===== config.mk =====
export PLATFORM = sky130hd
export DESIGN_NAME = iesq_seq
export DESIGN_NICKNAME = d
export VERILOG_FILES = /design/src/inc/iesq_pkg.sv /design/src/rtl/iesq_gate.sv /design/src/rtl/iesq_cnt.sv /design/src/rtl/iesq_seq.sv
export SDC_FILE = /design/constraint.sdc
export NUM_CORES = 1
export LEC_CHECK = 0
export BUFFER_PORTS_ARGS = -buffer_cell sky130_fd_sc_hd__clkbuf_2
export CAP_MARGIN = 5
export CELL_PAD_IN_SITES_DETAIL_PLACEMENT = 1
export CELL_PAD_IN_SITES_GLOBAL_PLACEMENT = 1
export CORE_ASPECT_RATIO = 2
export CORE_MARGIN = 2
export CORE_UTILIZATION = 35
export DETAILED_ROUTE_END_ITERATION = 12
export HOLD_SLACK_MARGIN = 0.1
export PLACE_DENSITY = 0.78
export SLEW_MARGIN = 20
export SYNTH_ARGS = -nofsm -noshare
export SYNTH_HDL_FRONTEND = slang
export SYNTH_SLANG_ARGS = --single-unit

===== constraint.sdc =====
create_clock -name pclk -period 4.3 [get_ports pclk]
set_input_delay 1.075 -clock pclk [delete_from_list [all_inputs] [get_ports pclk]]
set_output_delay 1.075 -clock pclk [all_outputs]
set_load 0.02 [all_outputs]

===== src/inc/iesq_pkg.sv =====
package iesq_pkg;

  // APB register byte offsets
  localparam logic [11:0] ADDR_CTRL  = 12'h000;
  localparam logic [11:0] ADDR_FLAG  = 12'h004;
  localparam logic [11:0] ADDR_FSAVE = 12'h008;
  localparam logic [11:0] ADDR_PSAVE = 12'h00C;
  localparam logic [11:0] ADDR_STAT  = 12'h010;
  localparam logic [11:0] ADDR_WAITS = 12'h014;

  // Control register fields
  localparam int CTRL_PPL_LSB   = 0;
  localparam int CTRL_BUS8      = 3;
  localparam int CTRL_DMEM      = 4;
  localparam int CTRL_DMODE_LSB = 5;
  localparam int CTRL_DDBL      = 7;
  localparam logic [7:0] CTRL_RESET = 8'h00;

  // Flag word fields
  localparam int FLAG_D_BIT = 2;
  localparam int FLAG_U_BIT = 5;
  localparam int FLAG_I_BIT = 6;
  localparam logic [15:0] FLAG_RESET = 16'h0000;

  // Status register fields
  localparam int STAT_BUSY     = 0;
  localparam int STAT_OVERWAIT = 1;
  localparam int STAT_LAT_LSB  = 8;

  // Interrupt information addresses
  localparam logic [23:0] INFO_ADDR_NORMAL = 24'h00_0000;
  localparam logic [23:0] INFO_ADDR_FAST   = 24'h00_0002;

  localparam logic [2:0] PPL_MAX     = 3'h7;
  localparam logic [2:0] PPL_NMI_WDT = 3'h7;
  localparam logic [5:0] SWINT_KEEP_LO = 6'h20;
  localparam logic [5:0] SWINT_KEEP_HI = 6'h3F;

  // Entry sequence lengths in cycles
  localparam logic [4:0] CYC_FAST      = 5'h05;
  localparam logic [4:0] CYC_SWINT_E16 = 5'h0C;
  localparam logic [4:0] CYC_SWINT_OTH = 5'h0E;
  localparam logic [4:0] CYC_PERI_E16  = 5'h0E;
  localparam logic [4:0] CYC_PERI_OTH  = 5'h10;
  localparam logic [4:0] CYC_FIX_16    = 5'h0D;
  localparam logic [4:0] CYC_FIX_8     = 5'h0F;
  localparam logic [4:0] CYC_OVF_16    = 5'h0E;
  localparam logic [4:0] CYC_OVF_8     = 5'h10;
  localparam logic [4:0] CYC_BRKV_E16  = 5'h11;
  localparam logic [4:0] CYC_BRKV_OTH  = 5'h13;
  localparam logic [4:0] CYC_DBG_16    = 5'h13;
  localparam logic [4:0] CYC_DBG_8     = 5'h15;

  // Longest wait for an instruction boundary
  localparam logic [7:0] DIV_BASE    = 8'h18;
  localparam logic [7:0] DIV_ADD_NRM = 8'h02;
  localparam logic [7:0] DIV_ADD_IDX = 8'h03;
  localparam logic [7:0] DIV_ADD_IND = 8'h05;
  localparam logic [7:0] DIV_ADD_IIX = 8'h06;

  typedef enum logic [3:0] {
    IESQ_PERI  = 4'h0,
    IESQ_SWINT = 4'h1,
    IESQ_NMI   = 4'h2,
    IESQ_WDT   = 4'h3,
    IESQ_UNDEF = 4'h4,
    IESQ_ADDRM = 4'h5,
    IESQ_OVF   = 4'h6,
    IESQ_BRKV  = 4'h7,
    IESQ_SSTEP = 4'h8,
    IESQ_BREAK2 = 4'h9,
    IESQ_BRKF  = 4'hA
  } iesq_kind_t;

  typedef enum logic [2:0] {
    ST_IDLE = 3'b000,
    ST_INFO = 3'b001,
    ST_TEMP = 3'b011,
    ST_SFLG = 3'b010,
    ST_SPC  = 3'b110,
    ST_PPL  = 3'b111,
    ST_WAIT = 3'b101
  } iesq_state_t;

  typedef struct packed {
    iesq_kind_t kind;
    logic [5:0] num;
    logic       odd;
  } iesq_src_t;

  typedef struct packed {
    logic       pend;
    logic [2:0] level;
    logic       fast;
    logic       odd;
  } iesq_mreq_t;

endpackage


===== src/rtl/iesq_gate.sv =====
`timescale 1ns/10ps
`default_nettype none
module iesq_gate
  import iesq_pkg::*;
(
  input  wire logic [2:0] ppl,
  input  wire logic       ien,
  input  wire logic       pend,
  input  wire logic [2:0] level,
  output logic            enabled
);

  // Level 0 never exceeds ppl, and ppl at its maximum blocks everything
  always_comb begin
    enabled = ien && pend && (level > ppl) && (ppl != PPL_MAX);
  end

endmodule // iesq_gate
`default_nettype wire


===== src/rtl/iesq_cnt.sv =====
`timescale 1ns/10ps
`default_nettype none
module iesq_cnt #(
  parameter int W = 5
) (
  input  wire logic         pclk,
  input  wire logic         presetn,
  input  wire logic         load,
  input  wire logic [W-1:0] load_val,
  output logic      [W-1:0] cnt,
  output logic              last
);

  always_ff @(posedge pclk or negedge presetn) begin
    if (!presetn) begin
      cnt <= '0;
    end else if (load) begin
      cnt <= load_val;
    end else if (cnt != '0) begin
      cnt <= cnt - 1'b1;
    end
  end

  assign last = (cnt == W'(1));

endmodule // iesq_cnt
`default_nettype wire


===== src/rtl/iesq_seq.sv =====
// Local design decisions: the APB slave port and the register addresses.
`timescale 1ns/10ps
`default_nettype none
// How it works
// - ppl n from 0 to 6 enables maskable levels n+1 and above only
// - ppl at seven blocks every maskable request
// - Request mid-instruction is taken at the boundary, sequence starts next cycle
// - String and repeat instructions are suspended for a pending request
// - First step reads info at 000000 or 000002 and clears the request in the same cycle
// - Second step copies the pre-sequence flag word into a hidden register
// - Second step also clears I, D, U; U kept for software numbers 32 to 63
// - Third step stores the flag copy to stack or flag_save_reg
// - Fourth step stores the program counter to stack or pc_save_reg
// - Fifth step loads ppl with the accepted level (7 for NMI and watchdog), then fetch starts
// - Boundary wait bound is 24 cycles for register divisor
// - Memory divisor adds 2+X, 3+X, 5+X+2Y or 6+X+2Y cycles
// - Peripheral 14 or 16 cycles, software interrupt 12 or 14 cycles
// - Fixed sources 13 or 15 cycles; overflow 14 or 16 cycles
// - Variable-table break takes 17 cycles, otherwise 19
// - Single step and fixed breaks take 19 or 21 cycles
// - High-speed interrupt takes 5 cycles always
// - Maskable accepted only with I set, request set, level above ppl
module iesq_seq
  import iesq_pkg::*;
(
  input  wire logic        pclk,
  input  wire logic        presetn,
  input  wire logic [11:0] paddr,
  input  wire logic        psel,
  input  wire logic        penable,
  input  wire logic        pwrite,
  input  wire logic [31:0] pwdata,
  output logic      [31:0] prdata,
  output logic             pready,
  output logic             pslverr,
  input  wire iesq_mreq_t  mreq,
  output logic             mreq_clear,
  input  wire logic        src_pend,
  input  wire iesq_src_t   src,
  output logic             src_ack,
  input  wire logic        insn_done,
  input  wire logic        insn_string,
  output logic             insn_suspend,
  input  wire logic [31:0] pc,
  output logic             info_rd,
  output logic      [23:0] info_addr,
  output logic             push_valid,
  output logic      [31:0] push_data,
  output logic             fetch_start,
  output logic             fetch_fast,
  output logic             busy
);

  iesq_state_t st;
  logic [7:0]  ctrl;
  logic [15:0] flag_word;
  logic [15:0] tmp_flag;
  logic [15:0] flag_save_reg;
  logic [31:0] pc_save_reg;
  logic [7:0]  waits;
  logic [7:0]  latency;
  logic [7:0]  lat_seen;
  logic        over_wait;
  iesq_kind_t  cur_kind;
  logic [5:0]  cur_num;
  logic [2:0]  cur_level;
  logic        cur_fast;
  logic        mask_ok;
  logic        hi_src;
  logic        any_req;
  logic        go;
  logic        take_mask;
  logic        take_src;
  logic        seq_load;
  logic [4:0]  seq_len;
  logic        seq_last;
  logic        apb_wr;
  logic        apb_setup;
  logic [7:0]  div_bound;

  function automatic logic [4:0] entry_cycles(input iesq_kind_t k, input logic fast,
                                              input logic odd, input logic bus8);
    logic e16;
    e16 = !odd && !bus8;
    if (fast) begin
      entry_cycles = CYC_FAST;
    end else begin
      case (k)
        IESQ_PERI:  entry_cycles = e16 ? CYC_PERI_E16 : CYC_PERI_OTH;
        IESQ_SWINT: entry_cycles = e16 ? CYC_SWINT_E16 : CYC_SWINT_OTH;
        IESQ_OVF:   entry_cycles = bus8 ? CYC_OVF_8 : CYC_OVF_16;
        IESQ_BRKV:  entry_cycles = e16 ? CYC_BRKV_E16 : CYC_BRKV_OTH;
        IESQ_SSTEP, IESQ_BREAK2, IESQ_BRKF: begin
          entry_cycles = bus8 ? CYC_DBG_8 : CYC_DBG_16;
        end
        default:    entry_cycles = bus8 ? CYC_FIX_8 : CYC_FIX_16;
      endcase
    end
  endfunction

  // Doubling covers odd addresses and 8-bit bus areas alike
  function automatic logic [7:0] div_limit(input logic [7:0] c, input logic [7:0] w);
    logic [7:0] x;
    logic [7:0] y;
    x = c[CTRL_DDBL] ? {3'h0, w[3:0], 1'b0} : {4'h0, w[3:0]};
    y = c[CTRL_DDBL] ? {3'h0, w[7:4], 1'b0} : {4'h0, w[7:4]};
    if (!c[CTRL_DMEM]) begin
      div_limit = DIV_BASE;
    end else begin
      case (c[CTRL_DMODE_LSB +: 2])
        2'h0:    div_limit = DIV_BASE + DIV_ADD_NRM + x;
        2'h1:    div_limit = DIV_BASE + DIV_ADD_IDX + x;
        2'h2:    div_limit = DIV_BASE + DIV_ADD_IND + x + {y[6:0], 1'b0};
        default: div_limit = DIV_BASE + DIV_ADD_IIX + x + {y[6:0], 1'b0};
      endcase
    end
  endfunction

  iesq_gate u_gate (
    .ppl     (ctrl[CTRL_PPL_LSB +: 3]),
    .ien     (flag_word[FLAG_I_BIT]),
    .pend    (mreq.pend),
    .level   (mreq.level),
    .enabled (mask_ok)
  );

  iesq_cnt #(.W(5)) u_cnt (
    .pclk     (pclk),
    .presetn  (presetn),
    .load     (seq_load),
    .load_val (seq_len),
    .cnt      (),
    .last     (seq_last)
  );

  // Hardware-fixed order: NMI, watchdog and instruction traps ahead of
  // peripherals; single step and address match behind them
  assign hi_src    = src_pend && (src.kind != IESQ_SSTEP) && (src.kind != IESQ_ADDRM);
  assign any_req   = mask_ok || src_pend;
  assign go        = (st == ST_IDLE) && any_req && (insn_done || insn_string);
  assign take_src  = go && (hi_src || !mask_ok);
  assign take_mask = go && !take_src;
  assign seq_load  = go;
  assign seq_len   = take_mask ? entry_cycles(IESQ_PERI, mreq.fast, mreq.odd, ctrl[CTRL_BUS8])
                               : entry_cycles(src.kind, 1'b0, src.odd, ctrl[CTRL_BUS8]);
  assign apb_setup  = psel && !penable;
  assign apb_wr     = psel && penable && pready && pwrite;
  assign div_bound  = div_limit(ctrl, waits);

  always_ff @(posedge pclk or negedge presetn) begin
    if (!presetn) begin
      st <= ST_IDLE;
    end else begin
      case (st)
        ST_IDLE: st <= go ? ST_INFO : ST_IDLE;
        ST_INFO: st <= ST_TEMP;
        ST_TEMP: st <= ST_SFLG;
        ST_SFLG: st <= ST_SPC;
        ST_SPC:  st <= ST_PPL;
        ST_PPL:  st <= seq_last ? ST_IDLE : ST_WAIT;
        ST_WAIT: st <= seq_last ? ST_IDLE : ST_WAIT;
        default: st <= ST_IDLE;
      endcase
    end
  end

  always_ff @(posedge pclk or negedge presetn) begin
    if (!presetn) begin
      cur_kind  <= IESQ_PERI;
      cur_num   <= '0;
      cur_level <= '0;
      cur_fast  <= 1'b0;
    end else if (go) begin
      cur_kind  <= take_mask ? IESQ_PERI : src.kind;
      cur_num   <= take_mask ? 6'h00 : src.num;
      cur_level <= take_mask ? mreq.level : ctrl[CTRL_PPL_LSB +: 3];
      cur_fast  <= take_mask && mreq.fast;
    end
  end

  // Entry handshakes toward sources, pipeline and memory
  always_ff @(posedge pclk or negedge presetn) begin
    if (!presetn) begin
      info_rd      <= 1'b0;
      info_addr    <= INFO_ADDR_NORMAL;
      mreq_clear   <= 1'b0;
      src_ack      <= 1'b0;
      insn_suspend <= 1'b0;
      push_valid   <= 1'b0;
      push_data    <= '0;
      fetch_start  <= 1'b0;
      fetch_fast   <= 1'b0;
      busy         <= 1'b0;
    end else begin
      info_rd      <= go;
      mreq_clear   <= take_mask;
      src_ack      <= take_src;
      insn_suspend <= go && !insn_done;
      if (go) begin
        info_addr <= (take_mask && mreq.fast) ? INFO_ADDR_FAST : INFO_ADDR_NORMAL;
      end
      push_valid <= !cur_fast && ((st == ST_SFLG) || (st == ST_SPC));
      push_data  <= (st == ST_SFLG) ? {16'h0000, tmp_flag} : pc;
      fetch_start <= (st == ST_PPL || st == ST_WAIT) && seq_last;
      fetch_fast  <= (st == ST_PPL || st == ST_WAIT) && seq_last && cur_fast;
      busy        <= (st != ST_IDLE) ? !((st == ST_PPL || st == ST_WAIT) && seq_last) : go;
    end
  end

  // Flag word: hardware clearing during entry wins over a software write
  always_ff @(posedge pclk or negedge presetn) begin
    if (!presetn) begin
      flag_word <= FLAG_RESET;
      tmp_flag  <= FLAG_RESET;
    end else if (st == ST_TEMP) begin
      tmp_flag <= flag_word;
      flag_word[FLAG_I_BIT] <= 1'b0;
      flag_word[FLAG_D_BIT] <= 1'b0;
      if (!(cur_kind == IESQ_SWINT && cur_num >= SWINT_KEEP_LO && cur_num <= SWINT_KEEP_HI)) begin
        flag_word[FLAG_U_BIT] <= 1'b0;
      end
    end else if (apb_wr && paddr == ADDR_FLAG) begin
      flag_word <= pwdata[15:0];
    end
  end

  always_ff @(posedge pclk or negedge presetn) begin
    if (!presetn) begin
      flag_save_reg <= '0;
      pc_save_reg   <= '0;
    end else begin
      if (st == ST_SFLG && cur_fast) begin
        flag_save_reg <= tmp_flag;
      end
      if (st == ST_SPC && cur_fast) begin
        pc_save_reg <= pc;
      end
    end
  end

  // Only level-bearing and NMI/watchdog sources move ppl
  always_ff @(posedge pclk or negedge presetn) begin
    if (!presetn) begin
      ctrl  <= CTRL_RESET;
      waits <= '0;
    end else begin
      if (apb_wr && paddr == ADDR_CTRL) begin
        ctrl <= pwdata[7:0];
      end
      if (st == ST_PPL) begin
        if (cur_kind == IESQ_PERI) begin
          ctrl[CTRL_PPL_LSB +: 3] <= cur_level;
        end else if (cur_kind == IESQ_NMI || cur_kind == IESQ_WDT) begin
          ctrl[CTRL_PPL_LSB +: 3] <= PPL_NMI_WDT;
        end
      end
      if (apb_wr && paddr == ADDR_WAITS) begin
        waits <= pwdata[7:0];
      end
    end
  end

  // Boundary latency monitor; a late boundary sets a sticky flag
  always_ff @(posedge pclk or negedge presetn) begin
    if (!presetn) begin
      latency   <= '0;
      lat_seen  <= '0;
      over_wait <= 1'b0;
    end else begin
      if (st != ST_IDLE || !any_req || go) begin
        latency <= '0;
      end else if (latency != 8'hFF) begin
        latency <= latency + 8'h01;
      end
      if (go) begin
        lat_seen <= latency;
      end
      if (st == ST_IDLE && any_req && latency > div_bound) begin
        over_wait <= 1'b1;
      end else if (apb_wr && paddr == ADDR_STAT && pwdata[STAT_OVERWAIT]) begin
        over_wait <= 1'b0;
      end
    end
  end

  // APB slave, zero wait states: pready rises in the first access cycle
  always_ff @(posedge pclk or negedge presetn) begin
    if (!presetn) begin
      pready  <= 1'b0;
      pslverr <= 1'b0;
      prdata  <= '0;
    end else begin
      pready  <= apb_setup;
      pslverr <= 1'b0;
      prdata  <= '0;
      if (apb_setup) begin
        case (paddr)
          ADDR_CTRL:  prdata <= {24'h00_0000, ctrl};
          ADDR_FLAG:  prdata <= {16'h0000, flag_word};
          ADDR_FSAVE: prdata <= {16'h0000, flag_save_reg};
          ADDR_PSAVE: prdata <= pc_save_reg;
          ADDR_STAT:  prdata <= {16'h0000, lat_seen, 6'h00, over_wait, st != ST_IDLE};
          ADDR_WAITS: prdata <= {24'h00_0000, waits};
          default:    pslverr <= 1'b1;
        endcase
      end
    end
  end

endmodule // iesq_seq
`default_nettype wire


# Word level (Yosys, flattened, before mapping)
# Index checks and enable logic that the tools add are counted.
dict set report word_totals {
  ff_bits 233
  elab_cells 177
}
dict set report op_classes {
  n_addsub 8
  order_cmp 4
  eq_ne 28
  muxes 41
  n_bitwise 1
  reduce_logical 64
}
# operator n
set ops {}
lappend ops {{$pmux W32 S6} 1}
lappend ops {{$mux W32} 2}
lappend ops {{$mux W5} 9}
lappend ops {{$logic_and A1 B1 Y1} 30}
lappend ops {{$pmux W5 S5} 1}
lappend ops {{$add A5 B5 Y6 const A} 4}
lappend ops {{$eq A12 B4 Y1 const B} 2}
lappend ops {{$eq A12 B5 Y1 const B} 2}
lappend ops {{$mux W3} 7}
lappend ops {{$pmux W7 S3} 1}
lappend ops {{$pmux W3 S6} 1}
lappend ops {{$mux W8} 2}
lappend ops {{$add A6 B6 Y7} 2}
lappend ops {{$mux W7} 2}
lappend ops {{$eq A12 B3 Y1 const B} 1}
lappend ops {{$eq A4 B4 Y1 const B} 3}
lappend ops {{$logic_not A12 Y1} 1}
lappend ops {{$logic_not A1 Y1} 10}
lappend ops {{$mux W2} 5}
lappend ops {{$eq A3 B3 Y1 const B} 3}
lappend ops {{$add A8 B1 Y8 const B} 1}
lappend ops {{$eq A4 B1 Y1 const B} 2}
lappend ops {{$eq A4 B2 Y1 const B} 2}
lappend ops {{$eq A4 B3 Y1 const B} 2}
lappend ops {{other kinds (30)} 50}

# Logic depth before layout (Yosys ltp)
# Gate-level depths: netlist of run 1.
dict set report logic_depth {
  depth_word 11
  depth_mapped 19
}

# By module
# A second synthesis of run 1 with hierarchy kept.
dict set report hier_totals {
  hier_cells 813
  hier_area_um2 9660.5
}
# mod n_inst cells_per_inst area_per_inst_um2
set modules_own_cells {}
lappend modules_own_cells {iesq_seq 1 771 9272.6}
lappend modules_own_cells {iesq_cnt 1 29 302.8}
lappend modules_own_cells {iesq_gate 1 13 85.1}

# Worst setup path before layout of run 1
# Ideal clock, no wire load.
dict set report synth_timing {
  kind {flip-flop to flip-flop}
  start {reg ctrl[7]}
  end {reg over_wait}
  arrival_time_ns 3.610
  required_time_ns 4.178
  setup_slack_ns 0.569
  path_stages_with_launch 18
  path_buffers 1
  synth_period_minus_slack_ns 3.731
  path_cell_list {dfrtp_1 > clkbuf_1 > mux2_2 > inv_1 > ha_1 > ha_1 > fa_1 > mux2_2 > a21o_1 > a21oi_1 > xor2_1 > a221o_1 > ha_1 > o21a_1 > o22ai_1 > a31oi_1 > nor2_1 > o2bb2ai_1}
}
dict set report synth_between {
  elab_chain_cells 8
  elab_cells_between_ends 14
  classes_between {6 x add/sub; 1 x order compare; 5 x mux; 2 x reduce/logical}
}
# element line_no
set synth_lines {}
lappend synth_lines {{start, declared} iesq_seq.sv:55} ;# logic [7:0] ctrl;
lappend synth_lines {{start signal, assigned} iesq_seq.sv:248} ;# ctrl <= pwdata[7:0];
lappend synth_lines {{start signal, assigned by index} iesq_seq.sv:252} ;# ctrl[CTRL_PPL_LSB +: 3] <= cur_level;
lappend synth_lines {{$mux W5} iesq_seq.sv:105} ;# x = c[CTRL_DDBL] ? {3'h0, w[3:0], 1'b0} : {4'h0, w[3:0]};
lappend synth_lines {{$add A5 B5 Y6, on equally long branches} {iesq_seq.sv:114, iesq_seq.sv:113}}
lappend synth_lines {{$add A6 B6 Y7, on equally long branches} {iesq_seq.sv:114, iesq_seq.sv:113}}
lappend synth_lines {{$pmux W7 S3 (*)} iesq_seq.sv:110} ;# case (c[CTRL_DMODE_LSB +: 2])
lappend synth_lines {{$mux W7 (*)} iesq_seq.sv:107} ;# if (!c[CTRL_DMEM]) begin
lappend synth_lines {{$gt A8 B8 Y1 (*)} iesq_seq.sv:278} ;# if (st == ST_IDLE && any_req && latency > div_bound) begin
lappend synth_lines {{$logic_and A1 B1 Y1 (*)} iesq_seq.sv:278}
lappend synth_lines {{$mux W1 or $reduce_bool A2 Y1 (tied branches)} n/a}
lappend synth_lines {{end signal, assigned} iesq_seq.sv:268} ;# over_wait <= 1'b0;
lappend synth_lines {{end signal, assigned} iesq_seq.sv:279} ;# over_wait <= 1'b1;
lappend synth_lines {{end signal, assigned} iesq_seq.sv:281} ;# over_wait <= 1'b0;
lappend synth_lines {{end, declared} iesq_seq.sv:63} ;# logic over_wait;
# Every way passes the cells marked *; elsewhere a longest branch is shown, timed or not.
# A chain may end at the register's enable or synchronous reset.

# Worst setup path in the final report of run 1
# Same ends and word-level chain as after synthesis.

==> summary.md, run 1 <==
| Metric | Value |
|---|---|
| Met3 usage | 1.98% |
| # DRC | 0 |
| Post-CTS setup buffers | 0 |
| Synth area leaders | dfrtp_1, mux2_2, ha_1, mux2i_1, nor2_1 |
| Design area | 11300 um2 |
| H-tree depth | 1 |
| Worst setup path startpoint | ctrl[7] |
| Synthesis-stage register bit count | 204 |
| Hold path depth | 1 |
| Period utilization | 92.0% |
| R2R cell count | 16 |
| Status | completed |
| Reg-to-reg slack, setup | 0.34 ns |
| Largest net degree at the start of global routing | 106 |
| Max-cap violations | 0 |
| Met1 usage | 18.8% |
| Setup CP Type | reg -> reg |
| I/O Pins | 199 |
| Crit path time final | 3.96 ns |
| Routed WL | 26800 um |
| Post-Synth Adder-Cell Area | 4.07% |
| Complex-gate fraction of the synthesized area | 8.14% |
| Initial antenna violation count | 0 |
| Largest family of logic cells by synthesized area | multiplexers |
| Clock sink count | 204 |
| Max Clock Skew | 0.00868 ns |
| Worst-skew pair later-pin latency | 0.51 ns |
| Routed Antenna Nets | 0 |
| Final GP Congestion | 0.871 |
| Worst Hold Class | reg -> reg |
| Peak VDD IR | 307 uV |
| Dominant synthesized flop cell | dfrtp_1 |
| Resized cells post-CTS | 0 |
| Num CTS Buffers | 20 |
| Synthesized cell area | 9600 um2 |
| Yosys cell types | 63 |
| Core area | 26900 um2 |
| Top cell family by delay on the critical path | adder cells |
| Initial Util | 35.7% |
| Crit path depth | 16 |
| Die area | 28800 um2 |
| Worst slew margin | 37.3% |
| Final setup vio count | 0 |
| Fraction of registers with async set or reset after synthesis | 100% |
| DR WL/cell | 20.5 um |
| Arr. time, crit path | 4.34 ns |
| Most Frequent Cell on Critical Path | ha_1 |
| Slew of the pin with the lowest slew margin | 0.940 ns |
| Post-CTS Hold Fix Bufs | 0 |
| Layout area overhead | 18.2% |
| Gr ovfl total | 0 |
| Fmax | 253 MHz |
| Via count | 6819 |
| Vias in the first global route | 7683 |
| Chain of cells forming the critical path | mux2_2, inv_1, ha_1, ha_1, fa_1, mux2_2, a21o_1, a21oi_1, xor2_1, a221o_1, ha_1, o21a_1, o22ai_1, a31oi_1, nor2_1, o2bb2ai_1 |
| Met2 Usage GRT | 37.5% |
| Final Hold Viols | 0 |
| Clock Tree Buf Depth | 3 |
| Synth Area per Inst | 12.0 um2 |
| Clk slew on worst S/H paths | 0.07 ns |
| Post-Syn Instances | 798 |
| 1st-pass router iterations | 5 |
| Post-synth EDFFs | 0 |
| Critical Path RT | 4.69 ns |
| Row count | 85 |
| Static Leak | 5.52 nW |
| Count leader, synth | dfrtp_1 |
| Simple-gate share of the synthesized area | 11.3% |
| PD cells | 451 nW/um2 |
| Buffers plus inverters on the worst setup path | 1 |
| 1st-iter DRT viols | 264 |
| Share of layout cells above drive strength 1 | 34.6% |
| Tot GR Track Use | 18.9% |
| Share of the synthesized area in the top cell type | 53.2% |
| CP max FO | 4 |
| Root Buffer | clkbuf_16 |
| Final Max Tran Viols | 0 |
| Mux cell area share after synthesis | 17.4% |
| Synth area leader | dfrtp_1 |
| Synth warnings | 0 |
| CP Launch Type | register |
| Worst flop-to-flop path endpoint | over_wait |
| CP Capture Point | over_wait |
| Vias per cell | 5.23 |
| Setup tns final | 0 ns |
| Slowest stage delay, CP | 0.41 ns |
| Die H | 238 um |
| Crit-path slowest cell | fa_1 |
| Port-buffer cells | 154 |
| Top cells by count, synth | dfrtp_1, mux2_2, nor2_1 |
| Post-Place Cell Area | 10600 um2 |
| RSZ-0062 raised after global routing | false |
| First-pass GRT wire length | 41800 um |
| Endpoint type of the worst setup path | register |
| Die X | 121 um |
| Final HPWL DP | 19800 um |
| Most Used Layer, Global Route | met2 |
| CTS tree | built |
| Antenna Diode Count | 0 |
| Post-Synth XOR/XNOR Area | 1.10% |
| Sequential share of the synthesized area | 53.2% |
| Fin nets | 1073 |
| Crit Reg-Reg Startpoint | ctrl[7] |
-- kinds of logic after synthesis --
family,Yosys count
AND/OR/NAND/NOR,199
AO/OA/AOI/OAI,110
buffers and inverters,93
flip-flops,204
multiplexers,149
other,1
adder cells (fa/ha/maj),30
XOR/XNOR,12
-- cell type report --
class | count | area (um2)
repair buffers | 165 | 875
clock buffers | 27 | 588
clock inverters | 9 | 108
well taps | 348 | 435
flip-flops and latches | 204 | 5100
inverters | 28 | 105
fillers | 2904 | 15600
multi-input cells | 523 | 4130
-- cell usage in the layout, fill, tap and decap left out, types with 9 or more instances in the layout --
| cell | n |
|---|---|
| conb_1 | 23 |
| clkbuf_2 | 153 |
| dfrtp_1 | 204 |
| mux2_2 | 121 |
| nand2_1 | 28 |
| inv_1 | 28 |
| clkbuf_16 | 21 |
| a22o_1 | 12 |
| and2_1 | 21 |
| ha_1 | 28 |
| nor3_1 | 12 |
| nor2_1 | 52 |
| nor2b_1 | 25 |
| nand3_1 | 10 |
| o21ai_0 | 17 |
| nand2b_1 | 9 |
| buf_4 | 10 |
| mux2i_1 | 26 |
| a21oi_1 | 23 |
-- layer usage --
metal / routed length (um) / vias to the layer above
met5: 0 / -
met4: 1290 / 0
met3: 1020 / 60
met2: 15600 / 183
met1: 8910 / 3521
li1: - / 3055
-- report_power, final --
part / switching, W / internal [W]
Combinational: 0.000607 / 0.000386
Clock: 0.000767 / 0.00109
Sequential: 0.000146 / 0.00212
Total: 0.00152 / 0.00359
-- stage by stage --
step           total power, W  std cells  worst slack, ns  hold slack (ns)  util, %
5_1_grt               0.00535       1304            0.170            0.497     42.1
3_5_place_dp          0.00331       1268            0.404            0.464     39.6
3_3_place_gp          0.00326       1268            0.523            0.455     39.6
6_report              0.00511       1304            0.343            0.477     42.1
2_1_floorplan         0.00293        820            0.569            0.447        -
4_1_cts               0.00518       1304            0.400            0.479     42.1
-- worst min path at each step --
stage                    startpoint         end  slack (ns)
floorplan           pc_save_reg[16]  prdata[16]        0.45
global placement    pc_save_reg[21]  prdata[21]        0.46
detailed placement  pc_save_reg[21]  prdata[21]        0.46
CTS                 pc_save_reg[21]  prdata[21]        0.48
global route        pc_save_reg[19]  prdata[19]        0.50
finish              pc_save_reg[29]  prdata[29]        0.48
Power figures use the tool's default switching activity.
==> inputs of run 2 (changes only) <==
==> constraint.sdc (replaced) <==
create_clock -name pclk -period 4.7 [get_ports pclk]
set_input_delay 1.175 -clock pclk [delete_from_list [all_inputs] [get_ports pclk]]
set_output_delay 1.175 -clock pclk [all_outputs]
set_load 0.02 [all_outputs]
==> summary.md, run 2 (synthesis gave the netlist of run 1 again) <==
| Metric | Value |
|---|---|
| Vias in the first global route | 7612 (-0.92%) |
| Sequential share of power | 44.5% (+0.3 points) |
| Most frequent cells in the layout | dfrtp_1, clkbuf_2, mux2_2 |
| Share of layout cells above drive strength 1 | 34.5% (-0.14 points) |
| Crit path time final | 3.95 ns (-0.00887 ns) |
| Inst Count DP | 1266 (-0.16%) |
| Arr. time, crit path | 4.35 ns (about the same) |
| Pre-CTS setup slack | 0.772 ns (+0.368 ns) |
| Max Clock Skew | 0.0137 ns (+0.00504 ns) |
| Final Hold Viols | 0 (unchanged) |
| Clock power share | 36.1% (-0.2 points) |
| Final GP Congestion | 0.891 (+2.3%) |
| Period utilization | 84.0% (-8.0 points) |
| Internal power | 0.00325 W (-9.5%) |
| CP max FO | 14 (+10) |
| Critical Path RT | 5.10 ns (+0.41 ns) |
| Core area | 26900 um2 (unchanged) |
| Tot GR Track Use | 18.8% (-0.097 points) |
| Initial antenna violation count | 0 (unchanged) |
| Final HPWL DP | 19700 um (-0.54%) |
| Gr ovfl total | 0 (unchanged) |
| Routed WL | 26600 um (-0.54%) |
| Commonest non-fill, non-tap cell in the layout | dfrtp_1 |
| Setup CP Type | reg -> reg |
| Final setup vio count | 0 (unchanged) |
| Via count | 6752 (-0.98%) |
| Clock sink count | 204 (unchanged) |
| PD cells | 411 nW/um2 (-8.8%) |
| # DRC | 0 (unchanged) |
| RSZ-0062 raised after global routing | false |
| Root Buffer | clkbuf_16 |
| 1st-iter DRT viols | 267 (+1.1%) |
| Post-CTS Hold Fix Bufs | 0 (unchanged) |
| Routed Antenna Nets | 0 (unchanged) |
| I/O Pins | 199 (unchanged) |
| Row count | 85 (unchanged) |
| Peak VDD IR | 240 uV (-22%) |
| DR WL/cell | 20.5 um (-0.39%) |
| Static Leak | 5.50 nW (-0.37%) |
| Status | completed |
| Switching pwr | 0.00140 W (-7.9%) |
| H-tree depth | 1 (unchanged) |
| CTS tree | built |
| Final Max Tran Viols | 0 (unchanged) |
| Finished Layout Cells | 1302 (-0.15%) |
| Worst slew margin | 32.4% (-4.9 points) |
| Combinational power share | 19.5% (about the same) |
| Worst Hold Class | reg -> reg |
| Clk slew on worst S/H paths | 0.07 ns (about the same) |
| Setup WS post-layout | 0.752 ns (+0.409 ns) |
| Resized cells post-CTS | 0 (unchanged) |
| Worst-skew pair later-pin latency | 0.52 ns (about the same) |
| Die X | 121 um (unchanged) |
| Switch share | 30.1% (+0.36 points) |
| Fillcell total | 2926 (+0.76%) |
| Clock Tree Buf Depth | 3 (unchanged) |
| Largest net degree at the start of global routing | 94 (-11%) |
| Setup tns final | 0 ns (unchanged) |
| Endpoint type of the worst setup path | register |
| Initial Util | 35.7% (unchanged) |
| Layout area overhead | 17.9% |
| Num CTS Buffers | 21 (+5.0%) |
| 1st-pass router iterations | 5 (unchanged) |
| Total power | 0.00465 W (-9.0%) |
| Port-buffer cells | 154 (unchanged) |
| Die area | 28800 um2 (unchanged) |
| Vias per cell | 5.19 (-0.83%) |
| Slew of the pin with the lowest slew margin | 1.01 ns (+0.0739 ns) |
| Post-CTS setup buffers | 0 (unchanged) |
| First-pass GRT wire length | 41900 um (+0.25%) |
| Max-cap violations | 0 (unchanged) |
| Die H | 238 um (unchanged) |
| Fin nets | 1072 (-0.093%) |
| CP Launch Type | register |
| Antenna Diode Count | 0 (unchanged) |
| Fmax | 253 MHz (+0.22%) |
| Final cell utilization of the core | 42.1% (-0.093 points) |
run 2: cell count changes in the layout (fill, tap and decap cells not counted):
| cell | delta |
|---|---|
| clkinv_2 | -2 |
| inv_6 | +1 |
| clkbuf_8 | +1 |
| bufinv_16 | -1 |
| clkinvlp_4 | +1 |
| buf_4 | -2 |
run 2: cell type report:
class                           count  area (um2)  area share [%]
Sequential cell                   204        5100            45.1
Clock buffer                       28         602            5.32
Timing Repair Buffer              163         860            7.60
Clock inverter                      8        83.8           0.741
Multi-Input combinational cell    523        4130            36.5
Tap cell                          348         435            3.85
Inverter                           28         105           0.929
run 2: final timing paths:
path	from	end	slack, ns	cells after the start
setup reg to reg	ctrl[7]	over_wait	0.75	17
setup / recovery	ctrl[7]	over_wait	0.75	17
hold / removal	pc_save_reg[16]	prdata[16]	0.47	1
hold reg to reg	pc_save_reg[16]	prdata[16]	0.47	1
min in group asynchronous	presetn	prdata[14]	0.73	1
max in group asynchronous	presetn	tmp_flag[7]	3.00	2
run 2: worst max-delay path: stages (launching register included):
cell and delay (ns):
dfrtp_1 0.39, buf_4 0.20, nor2b_1 0.20, inv_1 0.07, ha_1 0.31, ha_1 0.24, fa_1 0.41, mux2_2 0.28
a21o_1 0.18, a21oi_1 0.16, xor2_1 0.08, a221o_1 0.35, ha_1 0.30, o21a_1 0.18, o22ai_1 0.15, a31oi_1 0.07
nor2_1 0.14, o2bb2ai_1 0.09
run 2: metrics by stage:
step | hold slack [ns] | area [um2]
3_3_place_gp | 0.455 | 10600
3_5_place_dp | 0.463 | 10600
4_1_cts | 0.473 | 11300
6_report | 0.471 | 11300
2_1_floorplan | 0.447 | 9680
5_1_grt | 0.494 | 11300
run 2: power groups by stage:
stage          combinational [W]  clock [W]  sequential (W)
3_5_place_dp            0.000915          0         0.00210
4_1_cts                 0.000923    0.00172         0.00207
2_1_floorplan           0.000518          0         0.00217
6_report                0.000905    0.00168         0.00207
5_1_grt                 0.000998    0.00179         0.00209
3_3_place_gp            0.000887          0         0.00209
run 2: routing by layer:
layer / part of all wire, % / GRT usage (%) / up-vias
met5: 0 / 0 / -
met1: 34 / 18.9 / 3441
li1: - / - / 3056
met4: 5.5 / 10.6 / 0
met2: 57 / 36.3 / 177
met3: 3.4 / 2.20 / 78
==> inputs of run 3 (changes only) <==
--- a/config.mk
+++ b/config.mk
@@ -5,6 +5,7 @@
 export SDC_FILE = /design/constraint.sdc
 export NUM_CORES = 1
 export LEC_CHECK = 0
+export ABC_AREA = 1
 export BUFFER_PORTS_ARGS = -buffer_cell sky130_fd_sc_hd__clkbuf_2
 export CAP_MARGIN = 5
 export CELL_PAD_IN_SITES_DETAIL_PLACEMENT = 1
@@ -14,7 +15,7 @@
 export CORE_UTILIZATION = 35
 export DETAILED_ROUTE_END_ITERATION = 12
 export HOLD_SLACK_MARGIN = 0.1
-export PLACE_DENSITY = 0.78
+export PLACE_DENSITY = 0.81
 export SLEW_MARGIN = 20
 export SYNTH_ARGS = -nofsm -noshare
 export SYNTH_HDL_FRONTEND = slang
==> constraint.sdc (replaced) <==
create_clock -name pclk -period 3.73 [get_ports pclk]
set_input_delay 0.9325 -clock pclk [delete_from_list [all_inputs] [get_ports pclk]]
set_output_delay 0.9325 -clock pclk [all_outputs]
set_load 0.02 [all_outputs]
==> summary.md, run 3 <==
| Metric | Value |
|---|---|
| Final GP Congestion | 0.866 (-2.7%) |
| Post-Place Cell Area | 10700 um2 (+0.92%) |
| CP max FO | 5 (-9) |
| Period utilization | 93.2% (+9.2 points) |
| Die area | 29000 um2 (+0.42%) |
| Vias in the first global route | 8714 (+14%) |
| Initial Util | 35.3% (-0.40 points) |
| Vias per cell | 4.93 (-4.9%) |
| Routed Antenna Nets | 0 (unchanged) |
| Post-Syn Instances | 1118 (+40%) |
| Combinational power share | 23.0% (+3.5 points) |
| H-tree depth | 1 (unchanged) |
| Reg-to-reg slack, setup | 0.25 ns (-0.50 ns) |
| Routed WL | 27300 um (+2.4%) |
| CTS tree | built |
| CP Launch Type | register |
| Clock sink count | 204 (unchanged) |
| Synthesis-stage register bit count | 204 (unchanged) |
| Arr. time, crit path | 3.86 ns (-0.49 ns) |
| Fmax | 288 MHz (+14%) |
| Largest net degree at the start of global routing | 73 (-22%) |
| First-pass GRT wire length | 44400 um (+6.0%) |
| Crit path time final | 3.48 ns (-0.473 ns) |
| Worst Hold Class | in -> async |
| Post-synth EDFFs | 0 (unchanged) |
| Top cell family by delay on the critical path | adder cells |
| Chain of cells forming the critical path | o21ai_1, inv_1, ha_1, inv_2, ha_1, inv_1, fa_1, or2_2, nor2_1, a31oi_1, o22ai_1, nand2_1, ha_1, a211oi_2, o21ai_1, o21ai_0, o21ai_1 |
| Commonest non-fill, non-tap cell in the layout | nand2_1 |
| Clock power share | 31.8% (-4.3 points) |
| Critical Path RT | 4.11 ns (-0.99 ns) |
| Synth Area per Inst | 8.62 um2 (-28%) |
| RSZ-0062 raised after global routing | false |
| Yosys cell types | 46 (-27%) |
| Status | completed |
| Worst flop-to-flop path endpoint | over_wait |
| Max-cap violations | 0 (unchanged) |
| I/O Pins | 199 (unchanged) |
| Fin nets | 1403 (+31%) |
| Root Buffer | clkbuf_16 |
| Mux cell area share after synthesis | 1.87% (-16 points) |
| Dominant synthesized flop cell | dfrtp_1 |
| Port-buffer cells | 154 (unchanged) |
| DR WL/cell | 16.7 um (-19%) |
| Switch share | 33.1% (+3.0 points) |
| Slowest stage delay, CP | 0.44 ns (+0.03 ns) |
| Core area | 27300 um2 (+1.6%) |
| Final HPWL DP | 20800 um (+5.8%) |
| Layout area overhead | 18.4% |
| Peak VDD IR | 336 uV (+40%) |
| # DRC | 0 (unchanged) |
| Crit-path slowest cell | dfrtp_1 |
| 1st-pass router iterations | 4 (-1) |
| Worst-skew pair later-pin latency | 0.51 ns (about the same) |
| Die X | 121 um (+0.21%) |
| Worst slew margin | 34.7% (+2.3 points) |
| Max Clock Skew | 0.0172 ns (+0.00351 ns) |
| Via count | 8072 (+20%) |
| Initial antenna violation count | 0 (unchanged) |
| Num CTS Buffers | 20 (-4.8%) |
| Antenna Diode Count | 0 (unchanged) |
| Synth warnings | 0 (unchanged) |
| Endpoint type of the worst setup path | register |
| Setup CP Type | reg -> reg |
| Setup tns final | 0 ns (unchanged) |
| Final Hold Viols | 0 (unchanged) |
| Top cells by count, synth | nand2_1, dfrtp_1, inv_1 |
| Final Max Tran Viols | 0 (unchanged) |
| Post-Synth Adder-Cell Area | 4.05% (-0.017 points) |
| Post-CTS Hold Fix Bufs | 0 (unchanged) |
| Complex-gate fraction of the synthesized area | 12.0% (+3.8 points) |
| Design area | 11400 um2 (+0.82%) |
| Clock Tree Buf Depth | 3 (unchanged) |
| Count leader, synth | nand2_1 |
| Share of layout cells above drive strength 1 | 19.5% (-15 points) |
| Fraction of registers with async set or reset after synthesis | 100% (unchanged) |
| Slew of the pin with the lowest slew margin | 0.977 ns (-0.0369 ns) |
| Switching pwr | 0.00219 W (+57%) |
| Post-Synth XOR/XNOR Area | 0.182% (-0.91 points) |
| Row count | 86 (+1.2%) |
| Synthesized cell area | 9640 um2 (+0.43%) |
| Share of the synthesized area in the top cell type | 53.0% (-0.23 points) |
| Static Leak | 5.87 nW (+6.8%) |
| Crit Reg-Reg Startpoint | ctrl[7] |
| Final setup vio count | 0 (unchanged) |
| PD cells | 580 nW/um2 (+41%) |
| R2R cell count | 17 (unchanged) |
| Most frequent cells in the layout | nand2_1, dfrtp_1, inv_1 |
| Die H | 239 um (+0.21%) |
| Tot GR Track Use | 19.1% (+0.30 points) |
| Simple-gate share of the synthesized area | 18.9% (+7.7 points) |
| Clk slew on worst S/H paths | 0.07 ns (about the same) |
| Sequential share of the synthesized area | 53.0% (-0.23 points) |
| 1st-iter DRT viols | 382 (+43%) |
| Buffers plus inverters on the worst setup path | 3 (+1) |
| Sequential share of power | 45.2% (+0.7 points) |
| Internal power | 0.00442 W (+36%) |
| Largest family of logic cells by synthesized area | simple AND/OR/NAND/NOR gates |
| Synth area leader | dfrtp_1 |
| Hold_ws | 0.422 ns (-0.0484 ns) |
| Gr ovfl total | 0 (unchanged) |
| Synth area leaders | dfrtp_1, nand2_1, o21ai_0, inv_1, nor2_1 |
[run 3: cell count changes after synthesis, moves of 10 or more]
cell | before | now
nor2b_1 | 25 | 0
nand2_1 | 28 | 252
nor2_1 | 53 | 94
a22o_1 | 12 | 0
nand3_1 | 10 | 38
o22ai_1 | 2 | 12
mux2_2 | 121 | 16
inv_1 | 28 | 161
a21oi_1 | 23 | 35
mux2i_1 | 26 | 0
o21ai_0 | 17 | 124
and2_1 | 21 | 0
[run 3: per-stage QoR]
step / utilization (%) / setup slack, ns / instances / power, W
after floorplan: - / 0.346 / 1140 / 0.00399
after global placement: 39.3 / 0.242 / 1602 / 0.00442
after detailed placement: 39.3 / 0.0889 / 1602 / 0.00456
after CTS: 41.7 / 0.0740 / 1637 / 0.00668
after global routing: 41.7 / 0.00394 / 1637 / 0.00702
final: 41.7 / 0.254 / 1637 / 0.00661
[run 3: logic make-up (layout without fill, tap and decap cells)]
logic type | Yosys count | after routing
AND/OR/NAND/NOR | 431 | 431
other | 1 | 23
multiplexers | 16 | 16
XOR/XNOR | 2 | 2
buffers and inverters | 224 | 369
adder cells (fa/ha/maj) | 30 | 30
flip-flops | 204 | 204
AO/OA/AOI/OAI | 210 | 210
[run 3: repair_timing]
item | 4_1_cts | 5_1_grt
gates resized for setup | 0 | 8
endpoints found under the setup margin | 0 | 1
setup buffers | 0 | 0
[run 3: how the worst max path moves through the flow]
stage,start,endpoint,slack (ns),cells after the start
final,ctrl[7],over_wait,0.25,17
after global routing,ctrl[7],over_wait,0.004,18
after CTS,ctrl[7],over_wait,0.07,17
after detailed placement,ctrl[7],over_wait,0.09,17
after global placement,waits[2],over_wait,0.24,18
after floorplan,ctrl[7],over_wait,0.35,18
[run 3: metal layers]
| layer | up-vias | GRT usage, % | routed length (um) |
|---|---|---|---|
| met5 | - | 0 | 0 |
| met4 | 0 | 5.82 | 700 |
| met3 | 40 | 1.77 | 1210 |
| met2 | 235 | 33.9 | 13900 |
| met1 | 3965 | 24.4 | 11400 |
| li1 | 3832 | - | - |
[run 3: layout make-up]
cell class,instances,area [um2]
inverters,165,621
clock inverters,11,133
well taps,352,440
repair buffers,169,908
multi-input cells,712,3660
flip-flops and latches,204,5100
clock buffers,24,537
fillers,3321,15900
[run 3: power groups by stage]
stage	combinational (W)	clock, W	sequential, W
after floorplan	0.000893	0	0.00310
after global placement	0.00144	0	0.00299
after detailed placement	0.00154	0	0.00302
after CTS	0.00155	0.00214	0.00299
after global routing	0.00173	0.00224	0.00306
final	0.00152	0.00210	0.00299
